==> src/common/fan_defs.vh <==
`ifndef FAN_DEFS_VH
`define FAN_DEFS_VH

// Overview of operation
// - PWM output runs at full duty after power-up and after leaving shutdown.
// - PWM output stops only while the shutdown bit is set.
// - A stalled rotor never stops the PWM; it keeps the programmed duty.
// - Two-bit fields per fan select 1, 2, 4 or 8 pulses per revolution.
// - Both pulses-per-revolution fields reset to two pulses per revolution.
// - Each fan speed is a 9-bit read-only value, 25 RPM per step.
// - Resolution bit 1 reads 25 RPM steps; 0 reads 8-bit 50 RPM steps.
// - Speed above 12775 RPM sets that fan's overflow status bit, 3 or 4.
// - Overflow bit clears itself after 2.4 s of readings below maximum.
// - Each fan has an 8-bit read/write low-speed threshold register.
// - Both threshold registers reset to the code for 500 RPM.
// - Low-speed fault only after speed stays below threshold for 2.4 s.
// - Low-speed fault pulls the fault pin low and sets status bit 0 or 1.
// - Writing 1 to configuration bit 7 clears the low-speed flags and their fault pin drive.
// - Demand above full duty sets status bit 5 and may pull fault pin low.
// - Demand back within range clears bit 5 and releases that fault drive.
// - Shutdown suspends everything except the serial register interface.
// - Normal operation resumes at once when the shutdown bit is cleared.
// - Leaving shutdown restores defaults except configuration and threshold registers.
// - Serial slave answers only the fixed 7-bit address 0011011.
// - Data stable while clock high; changes then are start or stop.
// - Configuration bit 5 picks duty source: 0 temperature input, 1 duty register.
// - Duty register is 4 bits mapping linearly from 30 to 100 percent.
// - Full-duty start-up lasts one second, then the chosen source applies.

// Clock and timing
`define CLK_HZ           125000000
`define GATE_TIME_MS     2400
`define GATE_CYCLES      29'h11E1_A300 // 2.4 s of clock cycles
`define STARTUP_TIME_MS  1000
`define STARTUP_CYCLES   29'h0773_5940 // 1 s of clock cycles
`define PWM_FREQ_HZ      30
`define PWM_TICK_CYCLES  16'h6C81 // 150 steps per 30 Hz period
`define PWM_LAST_STEP    8'h95
`define PWM_BASE_STEPS   8'h2D

// Serial slave address and register offsets
`define SMB_ADDR         7'h1B
`define REG_FAN1_SPEED   8'h00
`define REG_FAN2_SPEED   8'h01
`define REG_FAN1_THR     8'h02
`define REG_FAN2_THR     8'h03
`define REG_CONFIG       8'h04
`define REG_STATUS       8'h05
`define REG_DUTY         8'h06
`define REG_SPEED_MSB    8'h07

// Configuration fields
`define CFG_SDM          0
`define CFG_FAN1_PULSES_PER_REV        1
`define CFG_FAN2_PULSES_PER_REV        3
`define CFG_DUTY_SRC     5
`define CFG_RES          6
`define CFG_FCLR         7

// Status fields
`define ST_LOW1          0
`define ST_LOW2          1
`define ST_OVF1          3
`define ST_OVF2          4
`define ST_OTF           5

// Reset values and limits
`define CFG_RESET        8'h0A
`define THR_RESET        8'h0A
`define DUTY_RESET       4'h2
`define SPEED_MAX        9'h1FF
`define DUTY_MAX_CODE    5'h0F

`endif

==> src/fan_ctrl.v <==
`timescale 1ns/1ns
`include "fan_defs.vh"

module fan_ctrl #(
  parameter [28:0] GATE_CYCLES     = `GATE_CYCLES,
  parameter [28:0] STARTUP_CYCLES  = `STARTUP_CYCLES,
  parameter [15:0] PWM_TICK_CYCLES = `PWM_TICK_CYCLES,
  parameter        OTF_DRIVES_FAULT = 1
) (
  input  wire       clk,
  input  wire       reset,
  input  wire       scl_in,
  input  wire       sda_in,
  output wire       sda_out,
  output wire       sda_oe,
  input  wire       fan1_pulse_in,
  input  wire       fan2_pulse_in,
  input  wire [4:0] temperature_voltage_in,
  output wire       pwm_drive_out,
  output wire       fault_out,
  output wire       fault_oe
);

  // Serial states
  localparam [4:0] ST_IDLE = 5'b00001;
  localparam [4:0] ST_ADDR = 5'b00010;
  localparam [4:0] ST_CMD  = 5'b00100;
  localparam [4:0] ST_WR   = 5'b01000;
  localparam [4:0] ST_RD   = 5'b10000;

  // Pin synchronisers
  reg       scl_s1_q;
  reg       scl_s2_q;
  reg       scl_d_q;
  reg       sda_s1_q;
  reg       sda_s2_q;
  reg       sda_d_q;
  reg [4:0] temp_s1_q;
  reg [4:0] temp_s2_q;

  // Serial slave state
  reg [4:0] state_q;
  reg [3:0] bit_cnt_q;
  reg [7:0] shift_q;
  reg [7:0] tx_q;
  reg [7:0] ptr_q;
  reg       rw_q;
  reg       sda_oe_q;
  reg       sda_out_q;
  reg       wr_stb_q;
  reg [7:0] wr_data_q;

  // Register file
  reg [7:0] configuration_q;
  reg [7:0] fan1_speed_threshold_q;
  reg [7:0] fan2_speed_threshold_q;
  reg [3:0] duty_q;
  reg       fclr_q;

  // Operating state
  reg [28:0] gate_cnt_q;
  reg        gate_stb_q;
  reg [28:0] start_cnt_q;
  reg        startup_q;
  reg        otf_q;
  reg        fault_oe_q;
  reg        fault_out_q;
  reg [3:0]  duty_code_q;
  reg [7:0]  rdata;

  wire       shutdown_bit         = configuration_q[`CFG_SDM];
  wire [1:0] fan1_pulses_per_rev  = configuration_q[`CFG_FAN1_PULSES_PER_REV +: 2];
  wire [1:0] fan2_pulses_per_rev  = configuration_q[`CFG_FAN2_PULSES_PER_REV +: 2];
  wire       duty_source_select   = configuration_q[`CFG_DUTY_SRC];
  wire       speed_resolution_bit = configuration_q[`CFG_RES];

  // Everything but the serial port and its kept registers sits in reset
  wire func_rst = reset | shutdown_bit;

  wire scl_rise = scl_s2_q & ~scl_d_q;
  wire scl_fall = ~scl_s2_q & scl_d_q;
  wire start_ev = scl_s2_q & scl_d_q & sda_d_q & ~sda_s2_q;
  wire stop_ev  = scl_s2_q & scl_d_q & ~sda_d_q & sda_s2_q;

  wire [1:0]  pulse_w = {fan2_pulse_in, fan1_pulse_in};
  wire [3:0]  ppr_w   = {fan2_pulses_per_rev, fan1_pulses_per_rev};
  wire [15:0] thr_w   = {fan2_speed_threshold_q, fan1_speed_threshold_q};
  wire [17:0] speed_w;
  wire [1:0]  low_w;
  wire [1:0]  ovf_w;

  wire fan1_low_speed_flag = low_w[0];
  wire fan2_low_speed_flag = low_w[1];
  wire fan1_overflow_flag  = ovf_w[0];
  wire fan2_overflow_flag  = ovf_w[1];
  wire overtemp_flag       = otf_q;

  wire [8:0] fan1_speed = speed_w[8:0];
  wire [8:0] fan2_speed = speed_w[17:9];

  wire [7:0] fault_status = {2'b00, overtemp_flag, fan2_overflow_flag,
                             fan1_overflow_flag, 1'b0, fan2_low_speed_flag,
                             fan1_low_speed_flag};

  // Demanded code, above 15 means beyond full duty
  wire [4:0] demand = duty_source_select ? {1'b0, duty_q} : temp_s2_q;

  assign sda_out       = sda_out_q;
  assign sda_oe        = sda_oe_q;
  assign fault_out     = fault_out_q;
  assign fault_oe      = fault_oe_q;

  // Two-flop capture of bus pins and temperature code
  always @(posedge clk) begin
    if (reset) begin
      scl_s1_q  <= 1'b1;
      scl_s2_q  <= 1'b1;
      scl_d_q   <= 1'b1;
      sda_s1_q  <= 1'b1;
      sda_s2_q  <= 1'b1;
      sda_d_q   <= 1'b1;
      temp_s1_q <= 5'h00;
      temp_s2_q <= 5'h00;
    end else begin
      scl_s1_q  <= scl_in;
      scl_s2_q  <= scl_s1_q;
      scl_d_q   <= scl_s2_q;
      sda_s1_q  <= sda_in;
      sda_s2_q  <= sda_s1_q;
      sda_d_q   <= sda_s2_q;
      temp_s1_q <= temperature_voltage_in;
      temp_s2_q <= temp_s1_q;
    end
  end

  // Read data selected by the command pointer
  always @* begin
    case (ptr_q)
      `REG_FAN1_SPEED: rdata = speed_resolution_bit ? fan1_speed[7:0] : fan1_speed[8:1];
      `REG_FAN2_SPEED: rdata = speed_resolution_bit ? fan2_speed[7:0] : fan2_speed[8:1];
      `REG_FAN1_THR:   rdata = fan1_speed_threshold_q;
      `REG_FAN2_THR:   rdata = fan2_speed_threshold_q;
      `REG_CONFIG:     rdata = configuration_q;
      `REG_STATUS:     rdata = fault_status;
      `REG_DUTY:       rdata = {4'h0, duty_q};
      `REG_SPEED_MSB:  rdata = {6'h00, fan2_speed[8], fan1_speed[8]};
      default:         rdata = 8'h00;
    endcase
  end

  // Serial slave: address, command, write data and read data bytes
  always @(posedge clk) begin
    if (reset) begin
      state_q   <= ST_IDLE;
      bit_cnt_q <= 4'h0;
      shift_q   <= 8'h00;
      tx_q      <= 8'h00;
      ptr_q     <= 8'h00;
      rw_q      <= 1'b0;
      sda_oe_q  <= 1'b0;
      sda_out_q <= 1'b0;
      wr_stb_q  <= 1'b0;
      wr_data_q <= 8'h00;
    end else begin
      wr_stb_q <= 1'b0;
      if (start_ev) begin
        state_q   <= ST_ADDR;
        bit_cnt_q <= 4'hF; // First fall after start carries no bit
        sda_oe_q  <= 1'b0;
      end else if (stop_ev) begin
        state_q  <= ST_IDLE;
        sda_oe_q <= 1'b0;
      end else if (scl_rise && state_q != ST_IDLE) begin
        if (bit_cnt_q != 4'h8 && state_q != ST_RD)
          shift_q <= {shift_q[6:0], sda_s2_q};
        // Master leaves ack high after the last read byte
        if (bit_cnt_q == 4'h8 && state_q == ST_RD && sda_s2_q)
          state_q <= ST_IDLE;
      end else if (scl_fall && state_q != ST_IDLE) begin
        case (bit_cnt_q)
          4'h7: begin
            bit_cnt_q <= 4'h8;
            case (state_q)
              ST_ADDR: begin
                rw_q <= shift_q[0];
                if (shift_q[7:1] == `SMB_ADDR)
                  sda_oe_q <= 1'b1;
                else
                  state_q <= ST_IDLE;
              end
              ST_CMD: begin
                ptr_q    <= shift_q;
                sda_oe_q <= 1'b1;
              end
              ST_WR: begin
                wr_stb_q  <= 1'b1;
                wr_data_q <= shift_q;
                sda_oe_q  <= 1'b1;
              end
              default: sda_oe_q <= 1'b0;
            endcase
          end
          4'h8: begin
            bit_cnt_q <= 4'h0;
            case (state_q)
              ST_ADDR: state_q <= rw_q ? ST_RD : ST_CMD;
              ST_CMD:  state_q <= ST_WR;
              default: state_q <= state_q;
            endcase
            // Load and present the first read bit
            if (state_q == ST_RD || (state_q == ST_ADDR && rw_q)) begin
              tx_q     <= {rdata[6:0], 1'b0};
              sda_oe_q <= ~rdata[7];
            end else begin
              sda_oe_q <= 1'b0;
            end
          end
          default: begin
            bit_cnt_q <= bit_cnt_q + 4'h1;
            if (state_q == ST_RD) begin
              sda_oe_q <= ~tx_q[7];
              tx_q     <= {tx_q[6:0], 1'b0};
            end
          end
        endcase
      end
    end
  end

  // Kept registers: configuration and thresholds survive shutdown
  always @(posedge clk) begin
    if (reset) begin
      configuration_q        <= `CFG_RESET;
      fan1_speed_threshold_q <= `THR_RESET;
      fan2_speed_threshold_q <= `THR_RESET;
      fclr_q                 <= 1'b0;
    end else begin
      fclr_q <= 1'b0;
      if (wr_stb_q) begin
        case (ptr_q)
          `REG_CONFIG: begin
            configuration_q <= {1'b0, wr_data_q[6:0]};
            fclr_q          <= wr_data_q[`CFG_FCLR];
          end
          `REG_FAN1_THR: fan1_speed_threshold_q <= wr_data_q;
          `REG_FAN2_THR: fan2_speed_threshold_q <= wr_data_q;
          default: fclr_q <= 1'b0;
        endcase
      end
    end
  end

  // Duty register returns to default on leaving shutdown
  always @(posedge clk) begin
    if (func_rst)
      duty_q <= `DUTY_RESET;
    else if (wr_stb_q && ptr_q == `REG_DUTY)
      duty_q <= wr_data_q[3:0];
  end

  // Start-up full duty window after reset or shutdown exit
  always @(posedge clk) begin
    if (func_rst) begin
      start_cnt_q <= 29'h0000_0000;
      startup_q   <= 1'b1;
    end else if (startup_q) begin
      if (start_cnt_q == STARTUP_CYCLES - 29'h0000_0001)
        startup_q <= 1'b0;
      else
        start_cnt_q <= start_cnt_q + 29'h0000_0001;
    end
  end

  // Speed gate, one strobe per 2.4 s
  always @(posedge clk) begin
    if (func_rst) begin
      gate_cnt_q <= 29'h0000_0000;
      gate_stb_q <= 1'b0;
    end else begin
      gate_stb_q <= (gate_cnt_q == GATE_CYCLES - 29'h0000_0001);
      if (gate_cnt_q == GATE_CYCLES - 29'h0000_0001)
        gate_cnt_q <= 29'h0000_0000;
      else
        gate_cnt_q <= gate_cnt_q + 29'h0000_0001;
    end
  end

  // Per-fan measurement and status flags
  genvar i;
  generate
    for (i = 0; i < 2; i = i + 1) begin : gen_fan
      wire [8:0] spd;
      wire       ovf_now;
      wire       done;
      reg        low_q;
      reg        ovf_q;

      fan_speed_meas u_meas (
        .clk        (clk),
        .rst        (func_rst),
        .pulse_in   (pulse_w[i]),
        .ppr_sel    (ppr_w[2*i +: 2]),
        .gate_stb   (gate_stb_q),
        .speed_q    (spd),
        .overflow_q (ovf_now),
        .done_q     (done)
      );

      // Low-speed flag; a new fault wins over the clear strobe
      always @(posedge clk) begin
        if (func_rst)
          low_q <= 1'b0;
        else if (done && spd[8:1] < thr_w[8*i +: 8])
          low_q <= 1'b1;
        else if (fclr_q)
          low_q <= 1'b0;
      end

      // Overflow flag follows each full gate reading
      always @(posedge clk) begin
        if (func_rst)
          ovf_q <= 1'b0;
        else if (done)
          ovf_q <= ovf_now;
      end

      assign speed_w[9*i +: 9] = spd;
      assign low_w[i]          = low_q;
      assign ovf_w[i]          = ovf_q;
    end
  endgenerate

  // Over-temperature flag and applied duty code
  always @(posedge clk) begin
    if (func_rst) begin
      otf_q       <= 1'b0;
      duty_code_q <= `DUTY_RESET;
    end else begin
      otf_q       <= (demand > `DUTY_MAX_CODE);
      duty_code_q <= (demand > `DUTY_MAX_CODE) ? 4'hF : demand[3:0];
    end
  end

  // Open-drain fault pin, pulled low on a low-speed fault or, with OTF_DRIVES_FAULT, over-temperature
  always @(posedge clk) begin
    if (reset) begin
      fault_oe_q  <= 1'b0;
      fault_out_q <= 1'b0;
    end else begin
      fault_out_q <= 1'b0;
      fault_oe_q  <= low_w[0] | low_w[1] |
                     ((OTF_DRIVES_FAULT != 0) & otf_q);
    end
  end

  // PWM stage; only shutdown stops it, stalls leave duty alone
  fan_pwm_gen #(
    .TICK_CYCLES (PWM_TICK_CYCLES)
  ) u_pwm (
    .clk       (clk),
    .rst       (func_rst),
    .full_on   (startup_q),
    .duty_code (duty_code_q),
    .pwm_q     (pwm_drive_out)
  );

endmodule

==> src/fan_pwm_gen.v <==
`timescale 1ns/1ns
`include "fan_defs.vh"

module fan_pwm_gen #(
  parameter [15:0] TICK_CYCLES = `PWM_TICK_CYCLES
) (
  input  wire       clk,
  input  wire       rst,
  input  wire       full_on,
  input  wire [3:0] duty_code,
  output reg        pwm_q
);

  reg [15:0] div_q;
  reg [7:0]  step_q;

  // 30 percent base plus seven steps per code out of 150
  wire [7:0] high_steps = `PWM_BASE_STEPS + {1'b0, duty_code, 3'b000} - {4'h0, duty_code};
  wire       tick       = (div_q == TICK_CYCLES - 16'h0001);

  // Step divider and PWM compare
  always @(posedge clk) begin
    if (rst) begin
      div_q  <= 16'h0000;
      step_q <= 8'h00;
      pwm_q  <= 1'b0;
    end else begin
      div_q <= tick ? 16'h0000 : div_q + 16'h0001;
      if (tick)
        step_q <= (step_q == `PWM_LAST_STEP) ? 8'h00 : step_q + 8'h01;
      pwm_q <= full_on | (step_q < high_steps);
    end
  end

endmodule

==> src/fan_speed_meas.v <==
`timescale 1ns/1ns
`include "fan_defs.vh"

module fan_speed_meas (
  input  wire       clk,
  input  wire       rst,
  input  wire       pulse_in,
  input  wire [1:0] ppr_sel,
  input  wire       gate_stb,
  output reg  [8:0] speed_q,
  output reg        overflow_q,
  output reg        done_q
);

  reg        p1_q;
  reg        p2_q;
  reg        p3_q;
  reg [11:0] cnt_q;

  wire        edge_w  = p2_q & ~p3_q;
  wire [11:0] per_rev = cnt_q >> ppr_sel;

  // Pin synchroniser and edge detect
  always @(posedge clk) begin
    if (rst) begin
      p1_q <= 1'b0;
      p2_q <= 1'b0;
      p3_q <= 1'b0;
    end else begin
      p1_q <= pulse_in;
      p2_q <= p1_q;
      p3_q <= p2_q;
    end
  end

  // Pulse count over one gate, scaled per revolution
  always @(posedge clk) begin
    if (rst) begin
      cnt_q      <= 12'h000;
      speed_q    <= 9'h000;
      overflow_q <= 1'b0;
      done_q     <= 1'b0;
    end else begin
      done_q <= gate_stb;
      if (gate_stb) begin
        cnt_q <= {11'h000, edge_w};
        if (per_rev > {3'h0, `SPEED_MAX}) begin
          speed_q    <= `SPEED_MAX;
          overflow_q <= 1'b1;
        end else begin
          speed_q    <= per_rev[8:0];
          overflow_q <= 1'b0;
        end
      end else if (edge_w && cnt_q != 12'hFFF) begin
        cnt_q <= cnt_q + 12'h001;
      end
    end
  end

endmodule

==> config.mk <==
export PLATFORM = sky130hd
export DESIGN_NAME = fan_ctrl
export DESIGN_NICKNAME = d
export VERILOG_FILES = /design/src/fan_ctrl.v /design/src/fan_pwm_gen.v /design/src/fan_speed_meas.v
export VERILOG_INCLUDE_DIRS = /design/src /design/src/common
export SDC_FILE = /design/constraint.sdc
export NUM_CORES = 1
export LEC_CHECK = 0
export BUFFER_PORTS_ARGS = -buffer_cell sky130_fd_sc_hd__buf_2
export CORE_MARGIN = 4
export CORE_UTILIZATION = 55
export DETAILED_ROUTE_END_ITERATION = 8
export PLACE_DENSITY_LB_ADDON = 0.25
export REMOVE_ABC_BUFFERS = 1
export SETUP_SLACK_MARGIN = 0.05
export SKIP_CTS_REPAIR_TIMING = 1
export SYNTH_ARGS = -nofsm -noshare
export SYNTH_HDL_FRONTEND = slang
export SYNTH_HIERARCHICAL = 1
export SYNTH_SLANG_ARGS = --single-unit
==> constraint.sdc <==
create_clock -name clk -period 6 [get_ports clk]
set_input_delay 0.6 -clock clk [delete_from_list [all_inputs] [get_ports clk]]
set_output_delay 0.6 -clock clk [all_outputs]
set_load 0.01 [all_outputs]
Word-level counts from Yosys, hierarchy flattened
Index checks and enable logic that the tools add are counted.
{ "totals": {"inputBits": 11, "register_bits": 234, "elab_cells": 222, "output_inout_bits": 5} }
{ "classes": {"order_cmp": 6, "n_shift": 2, "bitwise": 29, "eq_ne": 35, "muxes": 43, "n_addsub": 9, "reduce_logical": 45} }
{ "op_table": {"columns": ["cell", "count"], "rows": [
  ["$pmux W8 S8", 1],
  ["$add A29 B1 Y29 const B", 2],
  ["$mux W8", 5],
  ["$mux W5", 7],
  ["$eq A8 B3 Y1 const B", 4],
  ["$reduce_and A6 Y1", 5],
  ["$eq A29 B27 Y1 const B", 1],
  ["$eq A29 B29 Y1 const B", 1],
  ["$add A12 B1 Y12 const B", 2],
  ["$gt A12 B9 Y1 const B", 2],
  ["$lt A8 B8 Y1", 3],
  ["$ne A12 B12 Y1 const B", 2],
  ["$shr A12 B2 Y12", 2],
  ["$mux W4", 5],
  ["$pmux W5 S2", 2],
  ["$mux W9", 2],
  ["$add A16 B1 Y16 const B", 1],
  ["$eq A16 B15 Y1 const B", 1],
  ["$eq A8 B2 Y1 const B", 2],
  ["$not A1 Y1", 16],
  ["$pmux W8 S2", 1],
  ["$mux W1", 15],
  ["$ne A5 B5 Y1 const B", 3],
  ["$reduce_bool A2 Y1", 7],
  ["other kinds (40)", 77]
]} }

Depth between registers and ports, before layout
Gate-level depths: netlist (run 1).
{ "depth": {"depth_word": 8, "ltp_mapped": 13, "depth_no_buf": 13} }

Hierarchy
Netlist (run 1), hierarchy kept.
{ "by_module_without_submodules": {"columns": ["module", "cells_per_inst", "n_inst", "area_per_inst_um2"], "rows": [
  ["fan_ctrl", 825, 1, 7382.1],
  ["fan_speed_meas", 130, 2, 1310.0],
  ["fan_pwm_gen", 182, 1, 1570.3]
]} }

Worst setup path after synthesis (run 1)
No wires, ideal clock.
{ "synth_timing": {"path_kind": "reg-to-reg", "startpoint": "reg duty_code_q[0]", "endpoint": "reg u_pwm.pwm_q", "t_arrival_ns": 2.281, "stages_incl_launch_ff": 13, "path_slack_ns": 3.605, "synth_period_minus_slack_ns": 2.395, "n_path_buf": 0, "path_cell_list": "dfxtp_1 > inv_1 > ha_1 > inv_1 > ha_1 > a21o_1 > a21oi_1 > xnor2_1 > ha_1 > a21o_1 > a21oi_1 > nor3b_1 > a2111oi_0"} }
{ "synth_between": {"elab_chain_len": 4} }
{ "synth_lines": {"columns": ["item", "line", "text"], "rows": [
  ["start: declaration", "fan_ctrl.v:68", "reg [3:0] duty_code_q;"],
  ["start signal: assignment", "fan_ctrl.v:337", "duty_code_q <= `DUTY_RESET;"],
  ["start signal: assignment", "fan_ctrl.v:340", "duty_code_q <= (demand > `DUTY_MAX_CODE) ? 4'hF : demand[3:0];"],
  ["$add A6 B7 Y8 (no source line)", null, null],
  ["$sub A8 B4 Y8 (no source line) *", null, null],
  ["$lt A8 B8 Y1 *", "fan_pwm_gen.v:31", "pwm_q <= full_on | (step_q < high_steps);"],
  ["$or A1 B1 Y1 *", "fan_pwm_gen.v:31", null],
  ["end signal: assignment", "fan_pwm_gen.v:31", null],
  ["end: declaration", "fan_pwm_gen.v:11", "output reg pwm_q"]
]} }
Mark *: on every way between the ends. The rest lies on a longest branch, timed or not.
A chain may end at the register's enable or synchronous reset.

Worst setup path after layout (run 1)
{ "layout_timing": {"startpoint": "reg state_q[2]", "endpoint": "reg wr_data_q[1]"} }
{ "layout_between": {"elab_chain_len": 4} }
{ "layout_lines": {"columns": ["item", "line", "text"], "rows": [
  ["start: declaration", "fan_ctrl.v:42", "reg [4:0] state_q;"],
  ["start signal: assignment", "fan_ctrl.v:206", "ST_ADDR: state_q <= rw_q ? ST_RD : ST_CMD;"],
  ["start signal: assignment", "fan_ctrl.v:208", "default: state_q <= state_q;"],
  ["$ne A5 B1 Y1", "fan_ctrl.v:173, fan_ctrl.v:179", null],
  ["$logic_and A1 B1 Y1", "fan_ctrl.v:173", "end else if (scl_rise && state_q != ST_IDLE) begin"],
  ["$not A1 Y1 (no source line)", null, null],
  ["$reduce_and A6 Y1 (no source line) *", null, null],
  ["end signal: assignment", "fan_ctrl.v:197", "wr_data_q <= shift_q;"],
  ["end: declaration", "fan_ctrl.v:51", "reg [7:0] wr_data_q;"]
]} }
Marked as above.

==> impl_results.md, run 1 <==
* Worst Path Arrival at 3.15 ns
* RR Startpoint: state_q[2]$_SDFFE_PP0P_
* Relative slew margins at 37.4%
* Register area share after synthesis at 40.5%
* DRT iter0 DRCs at 673
* Detailed route wirelength on metal3 at 1080 um
* I/O Buffers at 13
* Final Net Count at 1,312
* First-pass GRT wire length at 42,000 um
* Final Hold Vio Count at 0
* Final period util at 46.4%
* Worst slew pin tran at 0.934 ns
* EDFF count, synth at 0
* CP Cell Sequence: or4b_1 > o21ai_1 > nor2_1 > nand4_1 > mux2i_1 > nor2_1
* CTS max path bufs at 3
* RSZ-0062 raised after global routing: no
* Synthesized netlist cell count at 1,267
* Maximum capacitance violations at 0
* Asr flop ratio synth at 0%
* Core ar. at 20,500 um^2
* Clock slew at reported path FFs at 0.06 ns
* Die X at 153 um
* Final count of negative-setup-slack endpoints at 0
* Die area at 23,400 um^2
* CTS H-tree lvls at 1
* Synth-to-Final Area Change at 9.03%
* Placer congestion estimate at 0.887
* Yosys reg bits at 234
* Critical Path Start Type: flop
* CP endpoint: wr_data_q[1]$_SDFFE_PP0P_
* Drt first pass iters at 5
* Total GRT Usage at 20.7%
* DR vias/cell at 5.88
* Largest net degree at the start of global routing at 83
* CTS Buf Count at 26
* Total power at 3.18 mW
* DR DRC count at 0
* Setup WS post-layout at 3.22 ns
* Layout Cells excl Fill at 1,552
* Max VDD drop at 0.199 mV
* Most area-consuming cells after synthesis: dfxtp_1, nor2_1, mux2i_1
* Yosys warnings at 6
* Post-layout min period at 2.78 ns
* Routed length per instance at 15.9 um
* GR Overflow Total at 0
* Fmax at 0.359 GHz
* Post-Syn Area at 11,600 um^2
* Antenna Nets Post-Route at 0
* Met2 routed WL at 11,300 um
* Detailed Place HPWL at 16,600 um
* R2r worst-path depth at 6
* Synth Flop Type: dfxtp_1
* Final TNS setup at 0 ns
* Routed WL at 24,700 um
* Clock Latency Late Sink at 0.52 ns
* FF+latch area at 4680 um^2
* Status: finished clean
* Routed length on met1 at 11,700 um
* Initial Util at 56.5%
* Final Max Tran Viols at 0
* Leak at 4.73 nW
* Crit-path most repeated cell: nor2_1
* Data required time of the worst path at 6.37 ns
* Crit path max fanout at 14
* Clk_skew at 0.0143 ns
* Placed Cells incl. Taps at 1,506
* ANT cells at 0
* Slowest CP cell: o21ai_1
* Multi-input gate area at 6490 um^2
* Io pins at 16
* Type of the worst min-delay path: in2reg
* Critical Setup Path Class: reg2reg
* Yosys top cell by area: dfxtp_1
* Clock root buffer: clkbuf_16
* CP startpoint: state_q[2]$_SDFFE_PP0P_
* Worst R2R Setup Slack at 3.22 ns
* TritonCTS clock tree: built
* Std cell rows at 52
* Height of the die at 153 um
* Via Count at 9,120
* Biggest cell delay along the critical path at 0.71 ns
* Worst slack, placed at 3.23 ns
* R2r endpoint: wr_data_q[1]$_SDFFE_PP0P_
* Layout cell share with drive strength beyond 1 at 8.81%
* Vias in the first global route at 8,565
* Synth Area per Inst at 9.13 um^2
* Pwr/cell area at 252 nW/um^2
* Yosys top cell area share at 40.5%
* CP Capture Type: flop
* CTS sink count at 234
* Initial antenna violation count at 0
* Synth cell types at 79
* Max Used Layer: met4
* Fill count at 1,732
==> registers in the layout, indices dropped and copies added (netlist names), 5 cells and up <==
signal	cells
gen_fan.u_meas/cnt_q	24
gate_cnt_q	29
fan1_speed_threshold_q	8
u_pwm/step_q	8
gen_fan.u_meas/speed_q	18
state_q	5
temp_s2_q	5
start_cnt_q	29
u_pwm/div_q	16
tx_q	7
shift_q	8
fan2_speed_threshold_q	8
wr_data_q	8
ptr_q	8
configuration_q	7
temp_s1_q	5
==> power by group <==
part	switching (mW)	total (mW)	internal (mW)	leakage (nW)
sequential	0.0155	1.59	1.57	1.89
clock	0.614	1.49	0.878	0.410
combinational	0.0644	0.101	0.0366	2.42
total	0.694	3.18	2.49	4.73
==> layer usage <==
layer	GRT usage, %	vias to the layer above
li1	-	4577
met1	29.2	4284
met2	33.5	208
met3	2.60	51
met4	5.73	0
met5	0	-
==> Yosys cell counts, types with 8 or more instances <==
cell type	count
dfxtp_1	234
nor2_1	171
nand2_1	77
a21oi_1	62
mux2i_1	57
nand3_1	48
inv_1	44
clkbuf_1	37
ha_1	36
xor2_1	35
o21ai_0	34
nor3_1	32
xnor2_1	32
nand4_1	29
nor2b_1	28
or3_1	27
a22oi_1	20
and3_1	16
or4_1	16
mux4_1	14
nand2b_1	13
mux4_2	10
nand3b_1	10
nor4_1	10
o31ai_1	10
or2_2	9
a211oi_1	8
a21o_1	8
mux2_2	8
nor3b_1	8
==> kinds of logic (layout without fill, tap and decap cells) <==
group	after synthesis	in the layout	synth area share, %
compound gates	198	198	11.1
xor+xnor	67	67	5.07
fa+ha+maj	37	37	4.07
buf+inv	98	112	3.48
flops	234	234	40.5
mux	89	89	10.8
other cells	1	2	0.0324
simple gates	543	543	25.0
==> per-stage QoR <==
step | area, um^2 | hold slack [ns] | utilization [%]
after floorplan | 11300 | 0.389 | -
after detailed placement | 11800 | 0.393 | 57.6
final | 12600 | 0.258 | 61.6
after CTS | 12600 | 0.239 | 61.6
after global routing | 12600 | 0.246 | 61.6
after global placement | 11800 | 0.391 | 57.6
==> worst min-delay path by stage <==
| stage | start | end | cells past startpoint |
|---|---|---|---|
| final | scl_in | scl_s1_q$_SDFF_PP1_ | 2 |
| after global routing | sda_in | sda_s1_q$_SDFF_PP1_ | 2 |
| after CTS | scl_in | scl_s1_q$_SDFF_PP1_ | 2 |
| after detailed placement | scl_s1_q$_SDFF_PP1_ | scl_s2_q$_SDFF_PP1_ | 1 |
| after global placement | scl_s1_q$_SDFF_PP1_ | scl_s2_q$_SDFF_PP1_ | 1 |
| after floorplan | scl_s1_q$_SDFF_PP1_ | scl_s2_q$_SDFF_PP1_ | 1 |
==> layout by cell type, fill, tap and decap left out, types with 10 or more instances in the layout <==
master,count
nand2b_1,13
mux4_2,10
nand3_1,48
o21ai_0,34
xor2_1,35
nor2_1,171
nor2b_1,28
nand3b_1,10
mux2i_1,57
nand2_1,77
a22oi_1,20
or4_1,16
nor4_1,10
nor3_1,32
nand4_1,29
ha_1,36
clkbuf_16,27
o31ai_1,10
a21oi_1,62
mux4_1,14
or3_1,27
dfxtp_1,234
and3_1,16
buf_2,13
inv_1,43
xnor2_1,32
==> critical path, delay by kind of cell, from the launching register on <==
family | cells | cell delay [ns]
flops | 1 | 0.37
compound gates | 1 | 0.71
mux | 1 | 0.27
simple gates | 4 | 1.27
==> final cells by class <==
type / count / area share, %
clock buffer: 37 / 6.05
tap: 270 / 2.68
multi-input combinational: 936 / 51.4
timing repair buffer: 22 / 1.05
inverter: 44 / 1.31
clock inverter: 9 / 0.357
sequential: 234 / 37.1
(Power assumes the default switching activity.)
==> inputs of run 2 (changes only) <==
Clock period 6 ns to 2.2 ns, I/O delays scaled along.
==> impl_results.md, run 2 (synthesis gave the netlist of run 1 again) <==
* Slowest CP cell: fa_2
* CP top delay family: adder cells
* Reg power frac at 48.1%
* Final count of negative-setup-slack endpoints at 3
* Total GRT Usage at 20.9%
* Io pins at 16
* CTS max path bufs at 3
* Layout Cells excl Fill at 1,610
* CTS sink count at 234
* Clock power frac at 48.2%
* Die X at 153 um
* Final core occ at 64.8%
* Placed Cells incl. Taps at 1,555
* Routed length per instance at 15.7 um
* Worst Path Arrival at 2.84 ns
* CTS H-tree lvls at 1
* TritonCTS clock tree: built
* Height of the die at 153 um
* Relative slew margins at 50.1%
* Status: complete, but fails checks
* CP Cell Sequence: inv_2 > ha_4 > inv_2 > fa_2 > a21oi_2 > nor2_1 > nor2_1 > xor2_1 > ha_1 > and3_1 > o2111ai_1 > a21oi_1 > a2111oi_2
* Final Max Tran Viols at 0
* Worst slew pin tran at 0.747 ns
* Net Sw Frac at 21.6%
* Via Count at 9,462
* Layout cell share with drive strength beyond 1 at 13.9%
* Clock slew at reported path FFs at 0.06 ns
* CTS Buf Count at 25
* Max VDD drop at 0.595 mV
* Vias in the first global route at 8,744
* CP Capture Type: flop
* Routed WL at 25,300 um
* Most common cell after layout, fill and taps aside: dfxtp_1
* DR vias/cell at 5.88
* Die area at 23,400 um^2
* Setup WS post-layout at -0.220 ns
* Most frequent cells in the layout: dfxtp_1, nor2_1, nand2_1
* Final period util at 110%
* Std cell rows at 52
* Largest regs: gate_cnt_q x29, start_cnt_q x29, gen_fan.u_meas/cnt_q x24
* Placer congestion estimate at 0.841
* Clock Latency Late Sink at 0.52 ns
* Clk_skew at 0.00842 ns
* First-pass GRT wire length at 42,400 um
* DR DRC count at 0
* Crit path max fanout at 2
* Fmax at 0.413 GHz
* RSZ-0062 raised after global routing: yes
* Synth-to-Final Area Change at 14.7%
* Antenna Nets Post-Route at 0
* I/O Buffers at 13
* Comb pwr share at 3.8%
* Core ar. at 20,500 um^2
* Final Hold Vio Count at 0
* Drt first pass iters at 5
* Data required time of the worst path at 2.62 ns
* Clock root buffer: clkbuf_16
* Crit path buffers/inverters at 2
* Post-layout min period at 2.42 ns
* Failing checks: negative setup slack
* Detailed Place HPWL at 17,300 um
* Initial Util at 56.5%
* Pwr/cell area at 678 nW/um^2
* Critical Setup Path Class: reg2reg
* DRT iter0 DRCs at 612
* Int Pwr at 7.06 mW
* Largest net degree at the start of global routing at 83
* Type of the worst min-delay path: in2reg
* Leak at 5.05 nW
* ANT cells at 0
* Psw at 1.94 mW
* Maximum capacitance violations at 0
* Initial antenna violation count at 0
* GR Overflow Total at 0
* Critical Path Start Type: flop
* Final Net Count at 1,371
* Biggest cell delay along the critical path at 0.35 ns
## run 2: changes by cell type in the layout (fill, tap and decap cells not counted), moves of 3 or more
| cell | before | now |
|---|---|---|
| buf_4 | 9 | 53 |
| dfxtp_2 | 0 | 5 |
| dfxtp_1 | 234 | 229 |
| clkinv_2 | 9 | 5 |
| buf_6 | 0 | 3 |
| buf_12 | 0 | 4 |
| dlygate4sd3_1 | 0 | 9 |
| bufinv_16 | 0 | 3 |
| clkbuf_1 | 5 | 2 |
## run 2: layout make-up
cell class / count / area [um^2]
timing repair buffer: 82 / 667
multi-input combinational: 936 / 6560
clock buffer: 33 / 716
inverter: 44 / 165
sequential: 234 / 4690
tap: 270 / 338
clock inverter: 11 / 140
fill: 1667 / 7220
## run 2: layer usage
| layer | vias to the layer above | wire length (um) | global-route usage (%) | share of wire [%] |
|---|---|---|---|---|
| met2 | 198 | 11900 | 34.7 | 47 |
| met1 | 4502 | 11700 | 28.4 | 46 |
| li1 | 4711 | - | - | - |
| met3 | 51 | 1180 | 3.25 | 4.7 |
| met4 | 0 | 558 | 5.64 | 2.2 |
| met5 | - | 0 | 0 | 0 |
## run 2: power groups by stage
stage | clock network, mW | registers (mW) | logic, mW
2_1_floorplan | 0 | 4.41 | 0.186
3_3_place_gp | 0 | 4.42 | 0.308
3_5_place_dp | 0 | 4.42 | 0.316
4_1_cts | 4.44 | 4.32 | 0.320
5_1_grt | 4.61 | 4.33 | 0.380
6_report | 4.33 | 4.33 | 0.340
## run 2: worst min-delay path, stage by stage
cell and delay, ns:
buf_2 0.16, nor2_1 0.08, buf_4 0.19, nand2_1 0.06
## run 2: worst paths after layout
kind / start / to / slack (ns) / cells past startpoint
max: duty_code_q[0]$_SDFF_PP0_ / u_pwm/pwm_q$_SDFF_PP0_ / -0.22 / 13
min: reset / startup_q$_SDFF_PP1_ / 0.23 / 4
min reg2reg: scl_s1_q$_SDFF_PP1_ / scl_s2_q$_SDFF_PP1_ / 0.41 / 1
max reg2reg: duty_code_q[0]$_SDFF_PP0_ / u_pwm/pwm_q$_SDFF_PP0_ / -0.22 / 13
## run 2: metrics by stage
stage	setup TNS [ns]	total power [mW]	hold WS, ns	area (um^2)	setup WS [ns]
3_5_place_dp	-1.21	4.73	0.399	12200	-0.403
5_1_grt	-1.09	9.32	0.244	13300	-0.379
4_1_cts	-1.34	9.08	-0.113	13100	-0.424
6_report	-0.261	9.00	0.226	13300	-0.220
3_3_place_gp	-1.11	4.72	0.391	12200	-0.331
2_1_floorplan	-7.78	4.60	0.289	11300	-0.261
